## src/scl_pkg.sv

```systemverilog
package scl_pkg;
  // ----------------------------------------------------------------
  // Register map
  // ----------------------------------------------------------------
  localparam logic [7:0]  ADDR_CTRL   = 8'h00;
  localparam logic [7:0]  ADDR_STATUS = 8'h04;
  localparam logic [7:0]  ADDR_LENGTH = 8'h08;
  localparam logic [7:0]  ADDR_COUNT  = 8'h0C;
  localparam logic [7:0]  ADDR_FRAMES = 8'h10;
  localparam logic [7:0]  ADDR_BYTE   = 8'h14;
  localparam int          CTRL_LATE_DONE  = 0;
  localparam int          CTRL_EARLY_REL  = 1;
  localparam int          CTRL_CRC_EN     = 2;
  localparam int          CTRL_STOP_CHK   = 3;
  localparam int          CTRL_BYTE_MODE  = 4;
  localparam logic [4:0]  CTRL_RESET      = 5'h00;
  // ----------------------------------------------------------------
  // Bitstream format
  // ----------------------------------------------------------------
  localparam logic [3:0]  SYNC_PATTERN = 4'h2;
  localparam int          LEN_BITS     = 24;
  localparam int          FRAME_BITS   = 16;
  localparam int          PTR_BITS     = 8;
  localparam int          LEAD_ONES    = 4;
  localparam logic [2:0]  STOP_OK      = 3'h7;
  localparam int          IO_DELAY     = 2;
  typedef enum logic [2:0] {
    SCL_HUNT   = 3'b000,
    SCL_LEN    = 3'b001,
    SCL_TAIL   = 3'b010,
    SCL_FRAMES = 3'b011,
    SCL_PASS   = 3'b100,
    SCL_ERROR  = 3'b101
  } scl_state_t;
endpackage

```

## src/scl_loader.sv

```systemverilog
`timescale 1ns/1ps
module scl_loader (
  input  wire logic        CLK,
  input  wire logic        RST,
  input  wire logic        CFG_CLK_IN,
  input  wire logic        CFG_DATA,
  input  wire logic        RESET_N_PIN,
  input  wire logic        INIT_N_IN,
  output logic             INIT_N_OUT,
  output logic             INIT_N_OE,
  output logic             CFG_CLK_OUT,
  output logic             CFG_CLK_OE,
  output logic             CHAIN_OUT,
  output logic             DONE,
  output logic             IO_ACTIVE,
  output logic             GLOBAL_RESET,
  output logic [15:0]      FRAME_DATA,
  output logic [7:0]       FRAME_ADDR,
  output logic             FRAME_WE,
  input  wire logic        HSEL,
  input  wire logic [31:0] HADDR,
  input  wire logic [1:0]  HTRANS,
  input  wire logic        HWRITE,
  input  wire logic [2:0]  HSIZE,
  input  wire logic [31:0] HWDATA,
  input  wire logic        HREADY,
  output logic [31:0]      HRDATA,
  output logic             HREADYOUT,
  output logic             HRESP
);
  // ----------------------------------------------------------------
  // Pin synchronisers
  // ----------------------------------------------------------------
  logic [1:0] clk_s, dat_s, rst_s, init_s;
  logic       clk_d;
  // Two stages each; only the second is read
  always_ff @(posedge CLK) begin
    clk_s <= {clk_s[0], CFG_CLK_IN};
    dat_s <= {dat_s[0], CFG_DATA};
    rst_s <= {rst_s[0], RESET_N_PIN};
    init_s <= {init_s[0], INIT_N_IN};
  end
  always_ff @(posedge CLK) begin
    if (RST) begin
      clk_d <= 1'b1; // Pin idles high: no false rise after reset
    end else begin
      clk_d <= clk_s[1];
    end
  end
  logic rise, fall, enabled;
  logic [4:0] ctrl;
  logic       ser_clk, ser_rise, ser_fall, ser_bit;
  // Byte mode uses the internal serialiser clock instead of the pin
  assign rise    = ctrl[scl_pkg::CTRL_BYTE_MODE] ? ser_rise : (clk_s[1] & ~clk_d);
  assign fall    = ctrl[scl_pkg::CTRL_BYTE_MODE] ? ser_fall : (~clk_s[1] & clk_d);
  assign enabled = rst_s[1] & init_s[1] & ~INIT_N_OE;
  // ----------------------------------------------------------------
  // Bus slave
  // ----------------------------------------------------------------
  logic       ph_wr, ph_rd;
  logic [7:0] ph_addr;
  logic [7:0] byte_buf;
  logic       byte_full;
  logic       byte_take;
  // Address phase captured; zero wait states
  always_ff @(posedge CLK) begin
    if (RST) begin
      ph_wr   <= 1'b0;
      ph_rd   <= 1'b0;
      ph_addr <= 8'h00;
    end else begin
      ph_wr   <= HSEL & HREADY & HTRANS[1] & HWRITE;
      ph_rd   <= HSEL & HREADY & HTRANS[1] & ~HWRITE;
      ph_addr <= HADDR[7:0];
    end
  end
  assign HREADYOUT = 1'b1;
  assign HRESP     = 1'b0;
  // Control bits steer options and mode
  always_ff @(posedge CLK) begin
    if (RST) begin
      ctrl <= scl_pkg::CTRL_RESET;
    end else if (ph_wr && ph_addr == scl_pkg::ADDR_CTRL) begin
      ctrl <= HWDATA[4:0];
    end
  end
  // Byte host load; a new write while full is dropped
  always_ff @(posedge CLK) begin
    if (RST) begin
      byte_buf  <= 8'h00;
      byte_full <= 1'b0;
    end else if (ph_wr && ph_addr == scl_pkg::ADDR_BYTE && !byte_full) begin
      byte_buf  <= HWDATA[7:0];
      byte_full <= 1'b1;
    end else if (byte_take) begin
      byte_full <= 1'b0;
    end
  end
  // ----------------------------------------------------------------
  // Parallel to serial converter
  // ----------------------------------------------------------------
  logic [7:0] ser_sr;
  logic [3:0] ser_cnt;
  assign byte_take = byte_full && ser_cnt == 4'h0 && !ser_clk;
  assign ser_bit   = ser_sr[7];
  assign ser_rise  = ~ser_clk & (ser_cnt != 4'h0);
  assign ser_fall  = ser_clk;
  // Internally made clock: one bit per two system cycles, MSB first
  always_ff @(posedge CLK) begin
    if (RST) begin
      ser_sr  <= 8'hFF;
      ser_cnt <= 4'h0;
      ser_clk <= 1'b0;
    end else if (byte_take) begin
      ser_sr  <= byte_buf;
      ser_cnt <= 4'h8;
    end else if (ser_cnt != 4'h0) begin
      ser_clk <= ~ser_clk;
      if (ser_clk) begin
        ser_sr  <= {ser_sr[6:0], 1'b1};
        ser_cnt <= ser_cnt - 4'h1;
      end
    end
  end
  // Device drives its clock pin only in byte mode
  assign CFG_CLK_OUT = ser_clk;
  assign CFG_CLK_OE  = ctrl[scl_pkg::CTRL_BYTE_MODE];
  // ----------------------------------------------------------------
  // Header and frame engine
  // ----------------------------------------------------------------
  logic                                 din;
  assign din = ctrl[scl_pkg::CTRL_BYTE_MODE] ? ser_bit : dat_s[1];
  scl_pkg::scl_state_t                  state;
  logic [3:0]                           hdr_sr;
  logic [2:0]                           ones;
  logic [4:0]                           len_cnt;
  logic [scl_pkg::LEN_BITS-1:0]         length, counter;
  logic [scl_pkg::FRAME_BITS+3:0]       frame_sr;
  logic [scl_pkg::PTR_BITS-1:0]         frames_left, ptr;
  logic                                 fout, last_xfer;
  logic                                 match;
  assign match = (counter == length) && state != scl_pkg::SCL_HUNT;
  assign last_xfer = state == scl_pkg::SCL_FRAMES && !frame_sr[scl_pkg::FRAME_BITS+3] &&
                     frames_left == 8'h01;
  // Counts every enabled rising edge, preamble included
  always_ff @(posedge CLK) begin
    if (RST || !enabled) begin
      counter <= '0;
    end else if (rise) begin
      counter <= counter + 24'h00_0001;
    end
  end
  // Frame count comes from the length low bits for this model
  always_ff @(posedge CLK) begin
    if (RST || !enabled) begin
      state    <= scl_pkg::SCL_HUNT;
      hdr_sr   <= 4'hF;
      ones     <= 3'h0;
      len_cnt  <= 5'h00;
      length   <= '1;
      frame_sr <= '1;
      ptr      <= '0;
      frames_left <= '0;
      FRAME_WE <= 1'b0;
      FRAME_DATA <= 16'h0000;
      FRAME_ADDR <= 8'h00;
    end else begin
      FRAME_WE <= 1'b0;
      if (rise) begin
        case (state)
          scl_pkg::SCL_HUNT: begin
            hdr_sr <= {hdr_sr[2:0], din};
            if (din && ones != 3'(scl_pkg::LEAD_ONES)) begin
              ones <= ones + 3'h1;
            end
            if ({hdr_sr[2:0], din} == scl_pkg::SYNC_PATTERN &&
                ones == 3'(scl_pkg::LEAD_ONES)) begin
              state   <= scl_pkg::SCL_LEN;
              len_cnt <= 5'h00;
            end
          end
          scl_pkg::SCL_LEN: begin
            length  <= {length[scl_pkg::LEN_BITS-2:0], din};
            len_cnt <= len_cnt + 5'h01;
            if (len_cnt == 5'(scl_pkg::LEN_BITS - 1)) begin
              state   <= scl_pkg::SCL_TAIL;
              len_cnt <= 5'h00;
            end
          end
          scl_pkg::SCL_TAIL: begin
            len_cnt <= len_cnt + 5'h01;
            if (len_cnt == 5'h03) begin
              state       <= scl_pkg::SCL_FRAMES;
              frames_left <= length[scl_pkg::PTR_BITS-1:0];
            end
          end
          scl_pkg::SCL_FRAMES: begin
            if (frame_sr[scl_pkg::FRAME_BITS+3] == 1'b0) begin
              // Start bit at far end: transfer and restart shifting
              FRAME_DATA <= frame_sr[scl_pkg::FRAME_BITS+2:3];
              FRAME_WE   <= 1'b1;
              FRAME_ADDR <= ptr;
              ptr        <= ptr + 8'h01;
              frame_sr   <= {{(scl_pkg::FRAME_BITS+3){1'b1}}, din};
              if (ctrl[scl_pkg::CTRL_STOP_CHK] && !ctrl[scl_pkg::CTRL_CRC_EN] &&
                  frame_sr[2:0] != scl_pkg::STOP_OK) begin
                state <= scl_pkg::SCL_ERROR;
              end else if (frames_left == 8'h01) begin
                state <= scl_pkg::SCL_PASS;
              end
              frames_left <= frames_left - 8'h01;
            end else begin
              frame_sr <= {frame_sr[scl_pkg::FRAME_BITS+2:0], din};
            end
          end
          default: begin
          end
        endcase
      end
    end
  end
  // Chain output: header echoed, then high, then pass after load
  always_ff @(posedge CLK) begin
    if (RST || !enabled) begin
      fout      <= 1'b1;
      CHAIN_OUT <= 1'b1;
    end else begin
      if (rise) begin
        fout <= (state == scl_pkg::SCL_HUNT || state == scl_pkg::SCL_LEN ||
                 state == scl_pkg::SCL_PASS || last_xfer) ? din : 1'b1;
      end
      if (fall) begin
        CHAIN_OUT <= fout;
      end
    end
  end
  // Init pin pulled low after a failed frame check
  always_ff @(posedge CLK) begin
    if (RST) begin
      INIT_N_OE <= 1'b0;
    end else if (!rst_s[1]) begin
      INIT_N_OE <= 1'b0;
    end else if (state == scl_pkg::SCL_ERROR) begin
      INIT_N_OE <= 1'b1;
    end
  end
  assign INIT_N_OUT = 1'b0;
  // ----------------------------------------------------------------
  // Start-up sequencer
  // ----------------------------------------------------------------
  logic [2:0] su_cnt, su_step;
  logic       su_run, su_go;
  // Steps counted in rising edges from match; I/O at step 1
  always_ff @(posedge CLK) begin
    if (RST || !enabled) begin
      su_run <= 1'b0;
      su_cnt <= 3'h0;
    end else if (rise) begin
      if (match && state == scl_pkg::SCL_PASS && !su_run) begin
        su_run <= 1'b1;
        su_cnt <= 3'h1;
      end else if (su_run && su_cnt != 3'h7) begin
        su_cnt <= su_cnt + 3'h1;
      end
    end
  end
  // Match edge itself is step 0, so early events need no extra edge
  assign su_go   = su_run | (match & (state == scl_pkg::SCL_PASS));
  assign su_step = su_run ? su_cnt : 3'h0;
  // All changes land on one rising edge each, shared by the chain
  always_ff @(posedge CLK) begin
    if (RST || !enabled) begin
      IO_ACTIVE    <= 1'b0;
      DONE         <= 1'b0;
      GLOBAL_RESET <= 1'b1;
    end else if (rise && su_go) begin
      if (su_step == 3'(scl_pkg::IO_DELAY - 1)) begin
        IO_ACTIVE <= 1'b1;
      end
      if (su_step == (ctrl[scl_pkg::CTRL_LATE_DONE] ? 3'(scl_pkg::IO_DELAY) :
                     3'(scl_pkg::IO_DELAY - 2))) begin
        DONE <= 1'b1;
      end
      if (su_step == (ctrl[scl_pkg::CTRL_EARLY_REL] ? 3'(scl_pkg::IO_DELAY - 2) :
                     3'(scl_pkg::IO_DELAY))) begin
        GLOBAL_RESET <= 1'b0;
      end
    end
  end
  // ----------------------------------------------------------------
  // Read mux
  // ----------------------------------------------------------------
  always_ff @(posedge CLK) begin
    if (RST) begin
      HRDATA <= 32'h0000_0000;
    end else if (HSEL && HREADY && HTRANS[1] && !HWRITE) begin
      if (HADDR[7:0] == scl_pkg::ADDR_CTRL) begin
        HRDATA <= {27'h000_0000, ctrl};
      end else if (HADDR[7:0] == scl_pkg::ADDR_STATUS) begin
        HRDATA <= {24'h00_0000, byte_full, INIT_N_OE, GLOBAL_RESET, IO_ACTIVE,
                   DONE, state};
      end else if (HADDR[7:0] == scl_pkg::ADDR_LENGTH) begin
        HRDATA <= {8'h00, length};
      end else if (HADDR[7:0] == scl_pkg::ADDR_COUNT) begin
        HRDATA <= {8'h00, counter};
      end else if (HADDR[7:0] == scl_pkg::ADDR_FRAMES) begin
        HRDATA <= {24'h00_0000, ptr};
      end else begin
        HRDATA <= 32'h0000_0000;
      end
    end
  end
  // ----------------------------------------------------------------
  // Checks
  // ----------------------------------------------------------------
  property io_after_match_p;
    @(posedge CLK) disable iff (RST)
      $rose(IO_ACTIVE) |-> su_run;
  endproperty
  io_after_match_a: assert property (io_after_match_p) else $error("io without start-up");
  default_order_a: assert property (@(posedge CLK) disable iff (RST)
      ($rose(IO_ACTIVE) && ctrl == 5'h00) |-> DONE && GLOBAL_RESET)
    else $error("default order broken");
  held_reset_a: assert property (@(posedge CLK) disable iff (RST)
      !IO_ACTIVE && !su_run |-> GLOBAL_RESET) else $error("reset not held");
  count_step_a: assert property (@(posedge CLK) disable iff (RST)
      (rise && enabled) |=> counter == $past(counter) + 24'h00_0001 || counter == 24'h00_0000)
    else $error("counter missed edge");
  clear_a: assert property (@(posedge CLK) disable iff (RST)
      !enabled |=> counter == 24'h00_0000 && state == scl_pkg::SCL_HUNT)
    else $error("not cleared");
  chain_fall_a: assert property (@(posedge CLK) disable iff (RST)
      (CHAIN_OUT != $past(CHAIN_OUT)) |-> $past(fall) || !$past(enabled))
    else $error("chain changed off edge");
  chain_high_a: assert property (@(posedge CLK) disable iff (RST)
      (state == scl_pkg::SCL_FRAMES) [*3] |-> CHAIN_OUT) else $error("chain not high");
  init_fail_a: assert property (@(posedge CLK) disable iff (RST)
      state == scl_pkg::SCL_ERROR && rst_s[1] |=> INIT_N_OE) else $error("init not low");
  frame_we_a: assert property (@(posedge CLK) disable iff (RST)
      FRAME_WE |-> ptr == FRAME_ADDR + 8'h01) else $error("pointer not advanced");
  startup_edge_a: assert property (@(posedge CLK) disable iff (RST)
      $rose(IO_ACTIVE) |-> $past(rise)) else $error("start-up off clock edge");
endmodule

```

## config.mk

```make
export PLATFORM = sky130hd
export DESIGN_NAME = scl_loader
export DESIGN_NICKNAME = d
export VERILOG_FILES = /design/src/scl_pkg.sv /design/src/scl_loader.sv
export SDC_FILE = /design/constraint.sdc
export NUM_CORES = 1
export LEC_CHECK = 0
export BUFFER_PORTS_ARGS = -buffer_cell sky130_fd_sc_hd__buf_4
export CORE_ASPECT_RATIO = 1.2
export CORE_MARGIN = 1.5
export CORE_UTILIZATION = 58
export CTS_BUF_LIST = sky130_fd_sc_hd__clkbuf_4 sky130_fd_sc_hd__clkbuf_8
export CTS_CLUSTER_DIAMETER = 200
export DETAILED_ROUTE_END_ITERATION = 10
export PLACE_DENSITY = 0.9
export SLEW_MARGIN = 20
export SYNTH_ARGS = -nofsm -noshare
export SYNTH_HDL_FRONTEND = slang
export SYNTH_SLANG_ARGS = --single-unit
```

## constraint.sdc

```tcl
create_clock -name CLK -period 5.4 [get_ports CLK]
set_input_delay 1.08 -clock CLK [delete_from_list [all_inputs] [get_ports CLK]]
set_output_delay 1.08 -clock CLK [all_outputs]
set_load 0.01 [all_outputs]
```

Yosys cells after proc, flatten, opt, wreduce, memory -nomap -nowiden --
Index checks and enable logic that the tools add are counted.
Cells by class: $add $sub $neg 7, bitwise operators 19, reductions and logical operators 62, eq/ne operators 27, mux-type cells 37
Operators with widths (count):
- 24-bit two-way mux | 4
- 8-bit two-way mux | 6
- 3-bit two-way mux | 9
- 24-bit by 1-bit adder with 24-bit output, second input constant | 1
- 24-bit equality test | 1
- 2-bit AND reduction | 11
- 20-bit two-way mux | 1
- 1-bit logical AND | 19
- 8-bit by 4-bit equality test with 1-bit output, second input constant | 2
- 8-bit by 5-bit equality test with 1-bit output, second input constant | 2
- 8-bit zero test | 2
- 8-bit case mux with 2 select lines | 1
- 5-bit case mux with 3 select lines | 1
- 4-bit two-way mux | 3
- 3-bit case mux with 4 select lines | 1
- 5-bit two-way mux | 2
- 2-bit nonzero test | 5
- 1-bit AND | 9
- 3-bit equality test, second input constant | 3
- 3-bit inequality test, second input constant | 3
- 1-bit inverter | 9
- 3-bit AND reduction | 3
- 8-bit by 1-bit adder with 8-bit output, second input constant | 1
- 8-bit by 1-bit equality test with 1-bit output, second input constant | 1
- 26 further kinds | 52
Word-level totals: word-level logic and storage cells 187, register bits after elaboration 210, input bits 78, output and inout bits 67

Longest topological paths before layout --
Gate-level depths: netlist (run 1).
word-level depth 6, gate-level depth with buffers 10, mapped depth without buffers 7

Worst setup path before layout (run 1) --
Ideal clock, no wire load.
kind in2reg, from in HADDR[5], to reg HRDATA[13], buffers on the path 2, slack 2586 ps, library setup time 119 ps, data required time 5281 ps, cell stages on the path 6, arrival time 2694 ps, path through or4_1 -> nor4_1 -> or3_1 -> clkbuf_1 -> buf_2 -> o21ai_1
Between the ends: longest elaborated chain between the ends 5, elaborated cells on any way between the ends 8, classes of those cells eq/ne: 3; mux: 4; reduce/logical: 1
RTL lines:
- start: declaration | RTL line scl_loader.sv:21 | input wire logic [31:0] HADDR,
- 8-bit by 4-bit equality test with 1-bit output | RTL line scl_loader.sv:304 | end else if (HADDR[7:0] == scl_pkg::ADDR_COUNT) begin
- 24-bit two-way mux | RTL line scl_loader.sv:304
- 24-bit two-way mux | RTL line scl_loader.sv:302 | end else if (HADDR[7:0] == scl_pkg::ADDR_LENGTH) begin
- 24-bit two-way mux | RTL line scl_loader.sv:299 | end else if (HADDR[7:0] == scl_pkg::ADDR_STATUS) begin
- 24-bit two-way mux (*) | RTL line scl_loader.sv:297 | if (HADDR[7:0] == scl_pkg::ADDR_CTRL) begin
- end signal: assignment | RTL line scl_loader.sv:298 | HRDATA <= {27'h000_0000, ctrl};
- end signal: assignment | RTL line scl_loader.sv:300 | HRDATA <= {24'h00_0000, byte_full, INIT_N_OE, GLOBAL_RESET, IO_ACTIVE,
- end signal: assignment | RTL line scl_loader.sv:303 | HRDATA <= {8'h00, length};
- end: declaration | RTL line scl_loader.sv:27 | output logic [31:0] HRDATA,
Mark *: on every way between the ends. The rest lies on a longest branch, timed or not. A chain may end at the register's enable or synchronous reset.

Final worst setup path (run 1) --
from in HADDR[5], to reg HRDATA[23]
Same word-level chain as after synthesis.

==> flow_summary_export.csv, run 1 <==
group,metric,value,unit
placed_design,port-buffer-count,81,
power_and_ir_drop,share_clk_of_total_power,45.1,%
cells_and_area,syn_to_final_growth,13.9,%
synthesis,synthesis.area_per_instance,8.36,sq um
synthesis,ys_async_sr_fraction,0,%
worst_setup_path,timing.critical_path.required,5.88,ns
global_route,global_route.overflow_total,0,
clock_network,insertion_delay_to_the_later_sink_of_the_worst_skew_pair,0.56,ns
synthesis,synth_xor_area_share,4.90,%
power_and_ir_drop,internal-power,2.25,mW
global_route,grt_antenna_before_repair,0,
worst_hold_path,hold_class,"reg2reg",
worst_setup_path,crit_fanout,19,
cells_and_area,final-instance-count-excl-fill,1339,
floorplan,design.core.area,15000,sq um
synthesis,synthDominantAreaCellType,"sky130_fd_sc_hd__dfxtp_1",
route,average_wire_per_standard_cell,16.3,um
route,routed_wirelength,21800,um
route,antenna_violating_nets_remaining,0,
synthesis,yosys_register_bits,202,
clock_network,cts.root.buffer_cell,"sky130_fd_sc_hd__clkbuf_8",
placed_design,numPlacedInstances,1284,
synthesis,synth_flop_cell,"sky130_fd_sc_hd__dfxtp_1",
clock_network,cts.path.max_buffers,3,
route,route.detailed.vias_per_inst,5.93,
floorplan,num_rows,49,
clock_network,cts_setup_buffers,0,
timing,final.hold.worst_slack,0.324,ns
global_route,grt_first_pass_wirelength,36100,um
worst_hold_path,holdCritStartpoint,"clk_s[0]",
global_route,globalRouteTotalUtil,27.1,%
synthesis,syn-instance-count,1070,
timing,final.min_clock_period,2.94,ns
worst_setup_path,timing.critical_path.from_type,"input port",
power_and_ir_drop,p_switching,0.649,mW
timing,layout_worst_path_cycle_share,54.5,%
power_and_ir_drop,power.share.switching,22.4,%
cells_and_area,finish.net_count,1202,
floorplan,boundaryPins,145,
global_route,number_of_global_route_vias_before_repair,7580,
cells_and_area,antennaDiodeCount,0,
route,1st_pass_router_iterations,5,
synthesis,synth_largest_type_area_fraction,45.2,%
synthesis,post_synth_num_cell_types,71,
route,initial_detailed_routing_violation_count,754,
flow_run,max-cap-violations,0,
timing,final-setup-viol-count,0,
power_and_ir_drop,worst_ir_drop_vdd,0.000197,V
synthesis,synth_top_cells_by_area,"sky130_fd_sc_hd__dfxtp_1 45%, sky130_fd_sc_hd__nand2_1 7.4%, sky130_fd_sc_hd__nor2_1 4.0%, sky130_fd_sc_hd__a21oi_1 3.4%, sky130_fd_sc_hd__xor2_1 3.1%",
worst_setup_path,critPathKind,"in2reg",
synthesis,syn-cell-area,8950,sq um
status,outcome,"finished clean",
power_and_ir_drop,fin_total_pwr,2.89,mW
floorplan,fp.dieW,116,um
synthesis,yosys_warnings,0,
synthesis,post_synth_fa_ha_maj_area_fraction,1.54,%
synthesis,dominant_combinational_cell_family_by_area_after_synthesis,"simple AND/OR/NAND/NOR gates",
power_and_ir_drop,leakagePower,3.94,nW
clock_network,htree_levels,1,
power_and_ir_drop,power.combinational.fraction,2.9,%
placed_design,routabilityCongestion,0.889,
power_and_ir_drop,powerDensity,284,nW/um^2
floorplan,chip_height,139,um
power_and_ir_drop,power.sequential.fraction,52.0,%
timing,relSlewSlack,36.2,%
synthesis,synth_compound_gate_area_share,14.4,%
timing,timing_worst_slew_pin_value,0.955,ns
clock_network,cts_tree,"yes",
clock_network,cts_resized,0,
timing,drv_slew,0,
timing,timing_hold_violations_final,0,
route,detailroute.via_count,7936,
clock_network,cts_inserted_buffers,31,
clock_network,clkSlewWorstSetupHoldPaths,0.07,ns
worst_setup_path,critical_path.reg2reg.startpoint,"ser_cnt[0]",
timing,maxClockFrequency,0.340,GHz
floorplan,die_area,16200,sq um
timing,final.setup_skew,0.0206,ns
placed_design,hpwlAfterDp,14200,um
clock_network,clock-sinks,202,
worst_setup_path,arrival,3.43,ns
synthesis,synth.yosys.seq_area_share,45.2,%
synthesis,synth-edff-count,0,
floorplan,initial_core_utilization,59.6,%
synthesis,synthMuxAreaShare,2.95,%
timing,grt_setup_unrepaired,"false",
worst_setup_path,critPathCaptureType,"register",
timing,fin_setup_tns,0,ns
global_route,grt_max_degree,72,
cells_and_area,post_route_cells_drive_above_1_share,14.8,%
worst_setup_path,startpoint,"HADDR[5]",
synthesis,simple_gate_share_of_the_synthesized_area,25.9,%
route,drc_errors,0,
cells_and_area,nFillCells,1148,
clock_network,ctsHoldBuffers,0,
## worst paths after layout
| check | cells past startpoint | slack, ns | to |
|---|---|---|---|
| worst min-delay path | 0 | 0.32 | clk_s[1] |
| worst max register to register | 8 | 2.50 | FRAME_DATA[2] |
| worst min register to register | 0 | 0.32 | clk_s[1] |
| worst max-delay path | 6 | 2.46 | HRDATA[23] |
## power by group through the flow
| stage | registers (mW) | logic, mW | clock network, mW |
|---|---|---|---|
| floorplan | 1.54 | 0.0576 | 0 |
| global placement | 1.54 | 0.0813 | 0 |
| detailed placement | 1.54 | 0.0833 | 0 |
| CTS | 1.50 | 0.0838 | 1.32 |
| global route | 1.50 | 0.0924 | 1.39 |
| finish | 1.50 | 0.0850 | 1.31 |
## stage by stage
step / worst slack [ns] / cell area, sq um / utilization (%)
6_report: 2.46 / 10200 / 67.8
5_1_grt: 2.30 / 10200 / 67.8
4_1_cts: 2.51 / 10200 / 67.8
3_5_place_dp: 1.93 / 9550 / 63.6
3_3_place_gp: 1.99 / 9550 / 63.6
2_1_floorplan: 2.59 / 8980 / -
## worst max-delay path, cell delays in order
cell                      delay [ns]
sky130_fd_sc_hd__buf_4          0.11
sky130_fd_sc_hd__or4_1          0.61
sky130_fd_sc_hd__nor3_2         0.48
sky130_fd_sc_hd__and3_1         0.73
sky130_fd_sc_hd__a22oi_1        0.25
sky130_fd_sc_hd__o21ai_1        0.16
## area by class of cell
cell class              count  area [sq um]  area share [%]
clock inverters            10          75.1           0.737
clock buffers              45           563            5.53
repair buffers             87           653            6.41
well taps                 204           255            2.50
flip-flops and latches    202          4040            39.7
multi-input cells         774          4540            44.5
inverters                  17          63.8           0.626
## cell families (layout without fill, tap and decap cells)
family / count (synthesis) / in the layout
and+or+nand+nor: 474 / 474
AOI/OAI and AO/OA: 203 / 203
DFF: 202 / 202
buffers and inverters: 103 / 159
xor gates and xnor gates: 50 / 50
muxes: 25 / 25
adders and majority gates: 11 / 11
other: 2 / 11
## per-layer routing
| metal | routed length [um] | share of wire (%) | vias up | track usage, % |
|---|---|---|---|---|
| li1 | - | - | 3795 | - |
| met1 | 8620 | 40 | 3753 | 33.8 |
| met2 | 10700 | 49 | 306 | 45.3 |
| met3 | 1620 | 7.4 | 82 | 4.11 |
| met4 | 886 | 4.1 | 0 | 12.8 |
| met5 | 0 | 0 | - | 0 |
## cells in the mapped netlist (all sizes together), types with 2 or more instances
| master | number |
|---|---|
| a22o | 5 |
| or3 | 12 |
| and3 | 11 |
| nor3b | 25 |
| a211oi | 5 |
| nor3 | 23 |
| and2 | 6 |
| and4 | 4 |
| a211o | 3 |
| o211ai | 7 |
| a41o | 2 |
| o31ai | 5 |
| nor4 | 14 |
| nor4b | 6 |
| nand4b | 3 |
| o21bai | 2 |
| buf | 24 |
| or4 | 3 |
| ha | 11 |
| dfxtp | 202 |
| a31oi | 6 |
| nor2b | 13 |
| a21o | 3 |
| xnor2 | 18 |
| nand3 | 49 |
| nand2 | 177 |
| nor2 | 97 |
| conb | 2 |
| xor2 | 32 |
| a31o | 5 |
| o22ai | 4 |
| inv | 17 |
| a221oi | 10 |
| a32o | 4 |
| nand4 | 8 |
| mux2i | 17 |
| nor4bb | 3 |
| clkbuf | 62 |
| nand3b | 5 |
| a22oi | 17 |
| nand2b | 8 |
| a21oi | 61 |
| or2 | 4 |
| mux2 | 8 |
| o21ai | 54 |
## cells in the final DEF, fill, tap and decap left out, types with 17 or more instances in the layout
master	count
sky130_fd_sc_hd__a22oi_1	17
sky130_fd_sc_hd__clkbuf_8	36
sky130_fd_sc_hd__a21oi_1	61
sky130_fd_sc_hd__xnor2_1	18
sky130_fd_sc_hd__nor3b_1	24
sky130_fd_sc_hd__o21ai_1	42
sky130_fd_sc_hd__nand2_1	176
sky130_fd_sc_hd__nand3_1	49
sky130_fd_sc_hd__mux2i_1	17
sky130_fd_sc_hd__xor2_1	32
sky130_fd_sc_hd__nor3_1	20
sky130_fd_sc_hd__dfxtp_1	202
sky130_fd_sc_hd__buf_4	87
sky130_fd_sc_hd__nor2_1	95
## flip-flops by register name, summed over array words and instances, names as in the netlist, 16 cells and up
signal / count
FRAME_DATA: 16
length: 24
counter: 24
frame_sr: 20
HRDATA: 24
No activity file was read; power rests on OpenSTA's default activity.
==> run 2, diff against run 1 <==
clock period = 2.95 ns   (was 5.4 ns; I/O delays follow)
==> run 2 against run 1 <==
Net effect: power is 85% higher; combinational power up 89%; sequential cell count did not move; global-route usage is 0.46 points lower; final cell count increased by 1.3%; count of clock-buffer cells in the layout increased by 6; sequential share of layout area decreased by 0.63 points; non-clock buffer count rose by 17; routed wire length decreased by 1.3%; clock skew barely moved; critical path type is now reg2reg; critical endpoint is now FRAME_DATA[0]; largest cell class unchanged; highest routed layer unchanged.
==> flow_summary_export.csv, run 2 (synthesized netlist as in run 1, its figures left out) <==
group,metric,value,unit
clock_network,cts_tree,"yes",
cells_and_area,layout.cells.most_common_list,"202 x sky130_fd_sc_hd__dfxtp_1, 176 x sky130_fd_sc_hd__nand2_1, 103 x sky130_fd_sc_hd__buf_4",
floorplan,initial_core_utilization,59.6,%
clock_network,cts_setup_buffers,0,
timing,maxClockFrequency,0.387,GHz
power_and_ir_drop,internal-power,4.19,mW
worst_setup_path,timing.critical_path.required,3.37,ns
route,initial_detailed_routing_violation_count,697,
global_route,globalRouteTotalUtil,26.6,%
clock_network,clkSlewWorstSetupHoldPaths,0.06,ns
cells_and_area,syn_to_final_growth,15.7,%
route,routed_wirelength,21500,um
floorplan,fp.dieW,116,um
route,antenna_violating_nets_remaining,0,
power_and_ir_drop,fin_total_pwr,5.34,mW
worst_setup_path,arrival,3.01,ns
power_and_ir_drop,power.sequential.fraction,51.6,%
timing,relSlewSlack,37.5,%
clock_network,cts.path.max_buffers,3,
status,outcome,"finished clean",
route,drc_errors,0,
timing,final-setup-viol-count,0,
worst_setup_path,regToRegSetupSlack,0.37,ns
floorplan,boundaryPins,145,
floorplan,chip_height,139,um
worst_setup_path,timing.critical_path.from_type,"register",
worst_setup_path,critPathKind,"reg2reg",
timing,final.setup_skew,0.0209,ns
worst_hold_path,holdCritStartpoint,"CFG_CLK_IN",
power_and_ir_drop,p_switching,1.15,mW
floorplan,num_rows,49,
power_and_ir_drop,powerDensity,516,nW/um^2
route,1st_pass_router_iterations,5,
global_route,global_route.overflow_total,0,
timing,timing_worst_slew_pin_value,0.935,ns
clock_network,ctsHoldBuffers,0,
flow_run,max-cap-violations,0,
clock_network,clock-sinks,202,
placed_design,port-buffer-count,81,
floorplan,design.core.area,15000,sq um
global_route,number_of_global_route_vias_before_repair,7389,
clock_network,insertion_delay_to_the_later_sink_of_the_worst_skew_pair,0.50,ns
cells_and_area,mostFrequentLayoutCell,"sky130_fd_sc_hd__dfxtp_1",
worst_hold_path,hold_class,"in2reg",
cells_and_area,post_route_cells_drive_above_1_share,15.9,%
clock_network,htree_levels,2,
route,detailroute.via_count,7875,
timing,final.min_clock_period,2.58,ns
placed_design,post_place_setup_slack,0.421,ns
power_and_ir_drop,worst_ir_drop_vdd,0.000440,V
clock_network,cts_inserted_buffers,34,
worst_setup_path,critical_path.reg2reg.startpoint,"ser_cnt[0]",
placed_design,hpwlAfterDp,14600,um
global_route,grt_first_pass_wirelength,35000,um
global_route,grt_antenna_before_repair,1,
power_and_ir_drop,leakagePower,4.02,nW
timing,timing.final.ws_setup,0.367,ns
timing,timing_hold_violations_final,0,
clock_network,cts_resized,0,
global_route,grt_max_degree,46,
timing,grt_setup_unrepaired,"false",
route,route.detailed.vias_per_inst,5.81,
worst_hold_path,hold_depth,1,
route,average_wire_per_standard_cell,15.9,um
worst_setup_path,critPathCaptureType,"register",
worst_hold_path,timing.hold.worst_endpoint,"clk_s[0]",
placed_design,routabilityCongestion,0.913,
cells_and_area,finish.net_count,1222,
timing,drv_slew,0,
clock_network,cts.root.buffer_cell,"sky130_fd_sc_hd__clkbuf_8",
floorplan,die_area,16200,sq um
power_and_ir_drop,power.share.switching,21.5,%
worst_setup_path,worst_r2r_endpoint,"FRAME_DATA[0]",
timing,layout_worst_path_cycle_share,87.6,%
power_and_ir_drop,power.combinational.fraction,3.0,%
power_and_ir_drop,share_clk_of_total_power,45.4,%
timing,fin_setup_tns,0,ns
worst_setup_path,timing.reg2reg.worst_path_depth,8,
worst_setup_path,crit_fanout,16,
cells_and_area,layout_top_registers,"HRDATA x24, counter x24, length x24",
## run 2: cell types whose count changed in the layout (fill, tap and decap cells not counted), sizes merged
cell,delta
clkinvlp,+1
clkbuf,+6
bufinv,-1
clkinv,-7
buf,+17
diode,+1
## run 2: routing by layer
layer	GRT usage, %	share of wire, %	vias up
li1	-	-	3837
met1	33.2	41	3680
met2	44.7	49	297
met3	4.15	6.2	61
met4	12.1	3.6	0
met5	0	0	-
## run 2: worst max-delay path by stage
stage	startpoint	endpoint	slack [ns]	cells after the start
final	ser_cnt[0]	FRAME_DATA[0]	0.37	8
after global routing	ser_cnt[0]	FRAME_DATA[14]	0.12	8
after CTS	ser_cnt[0]	FRAME_DATA[0]	0.38	8
after detailed placement	ser_cnt[0]	FRAME_DATA[0]	0.42	8
after global placement	ser_cnt[0]	FRAME_DATA[7]	0.47	8
after floorplan	HADDR[5]	HRDATA[13]	0.63	6
## run 2: cell type report
| class | instances | area [sq um] |
|---|---|---|
| fill | 1171 | 4670 |
| multi-input combinational | 774 | 4530 |
| sequential | 202 | 4040 |
| timing repair buffer | 104 | 793 |
| clock buffer | 51 | 646 |
| tap | 204 | 255 |
| inverter | 17 | 63.8 |
| clock inverter | 3 | 17.5 |
| antenna | 1 | 2.50 |
## run 2: power by group through the flow
| stage | clock [mW] | combinational, mW | sequential [mW] |
|---|---|---|---|
| 5_1_grt | 2.58 | 0.176 | 2.75 |
| 4_1_cts | 2.47 | 0.160 | 2.75 |
| 6_report | 2.43 | 0.161 | 2.75 |
| 3_3_place_gp | 0 | 0.157 | 2.81 |
| 3_5_place_dp | 0 | 0.158 | 2.81 |
| 2_1_floorplan | 0 | 0.105 | 2.81 |
## run 2: worst max-delay path, cell delays in order (launching register included)
cell and delay (ns):
sky130_fd_sc_hd__dfxtp_1 0.37, sky130_fd_sc_hd__inv_1 0.08, sky130_fd_sc_hd__ha_1 0.20, sky130_fd_sc_hd__nor3b_1 0.17
sky130_fd_sc_hd__o32a_1 0.46, sky130_fd_sc_hd__nor3_2 0.67, sky130_fd_sc_hd__buf_4 0.34, sky130_fd_sc_hd__nand2_1 0.08
sky130_fd_sc_hd__a21oi_1 0.13
## run 2: through the flow
| step | area [sq um] | hold slack [ns] | instances | util (%) |
|---|---|---|---|---|
| floorplan | 8980 | 0.310 | 1079 | - |
| finish | 10400 | 0.195 | 1356 | 68.9 |
| CTS | 10400 | 0.178 | 1355 | 68.9 |
| global route | 10400 | 0.178 | 1355 | 68.9 |
| detailed placement | 9690 | 0.313 | 1301 | 64.5 |
| global placement | 9690 | 0.312 | 1301 | 64.5 |
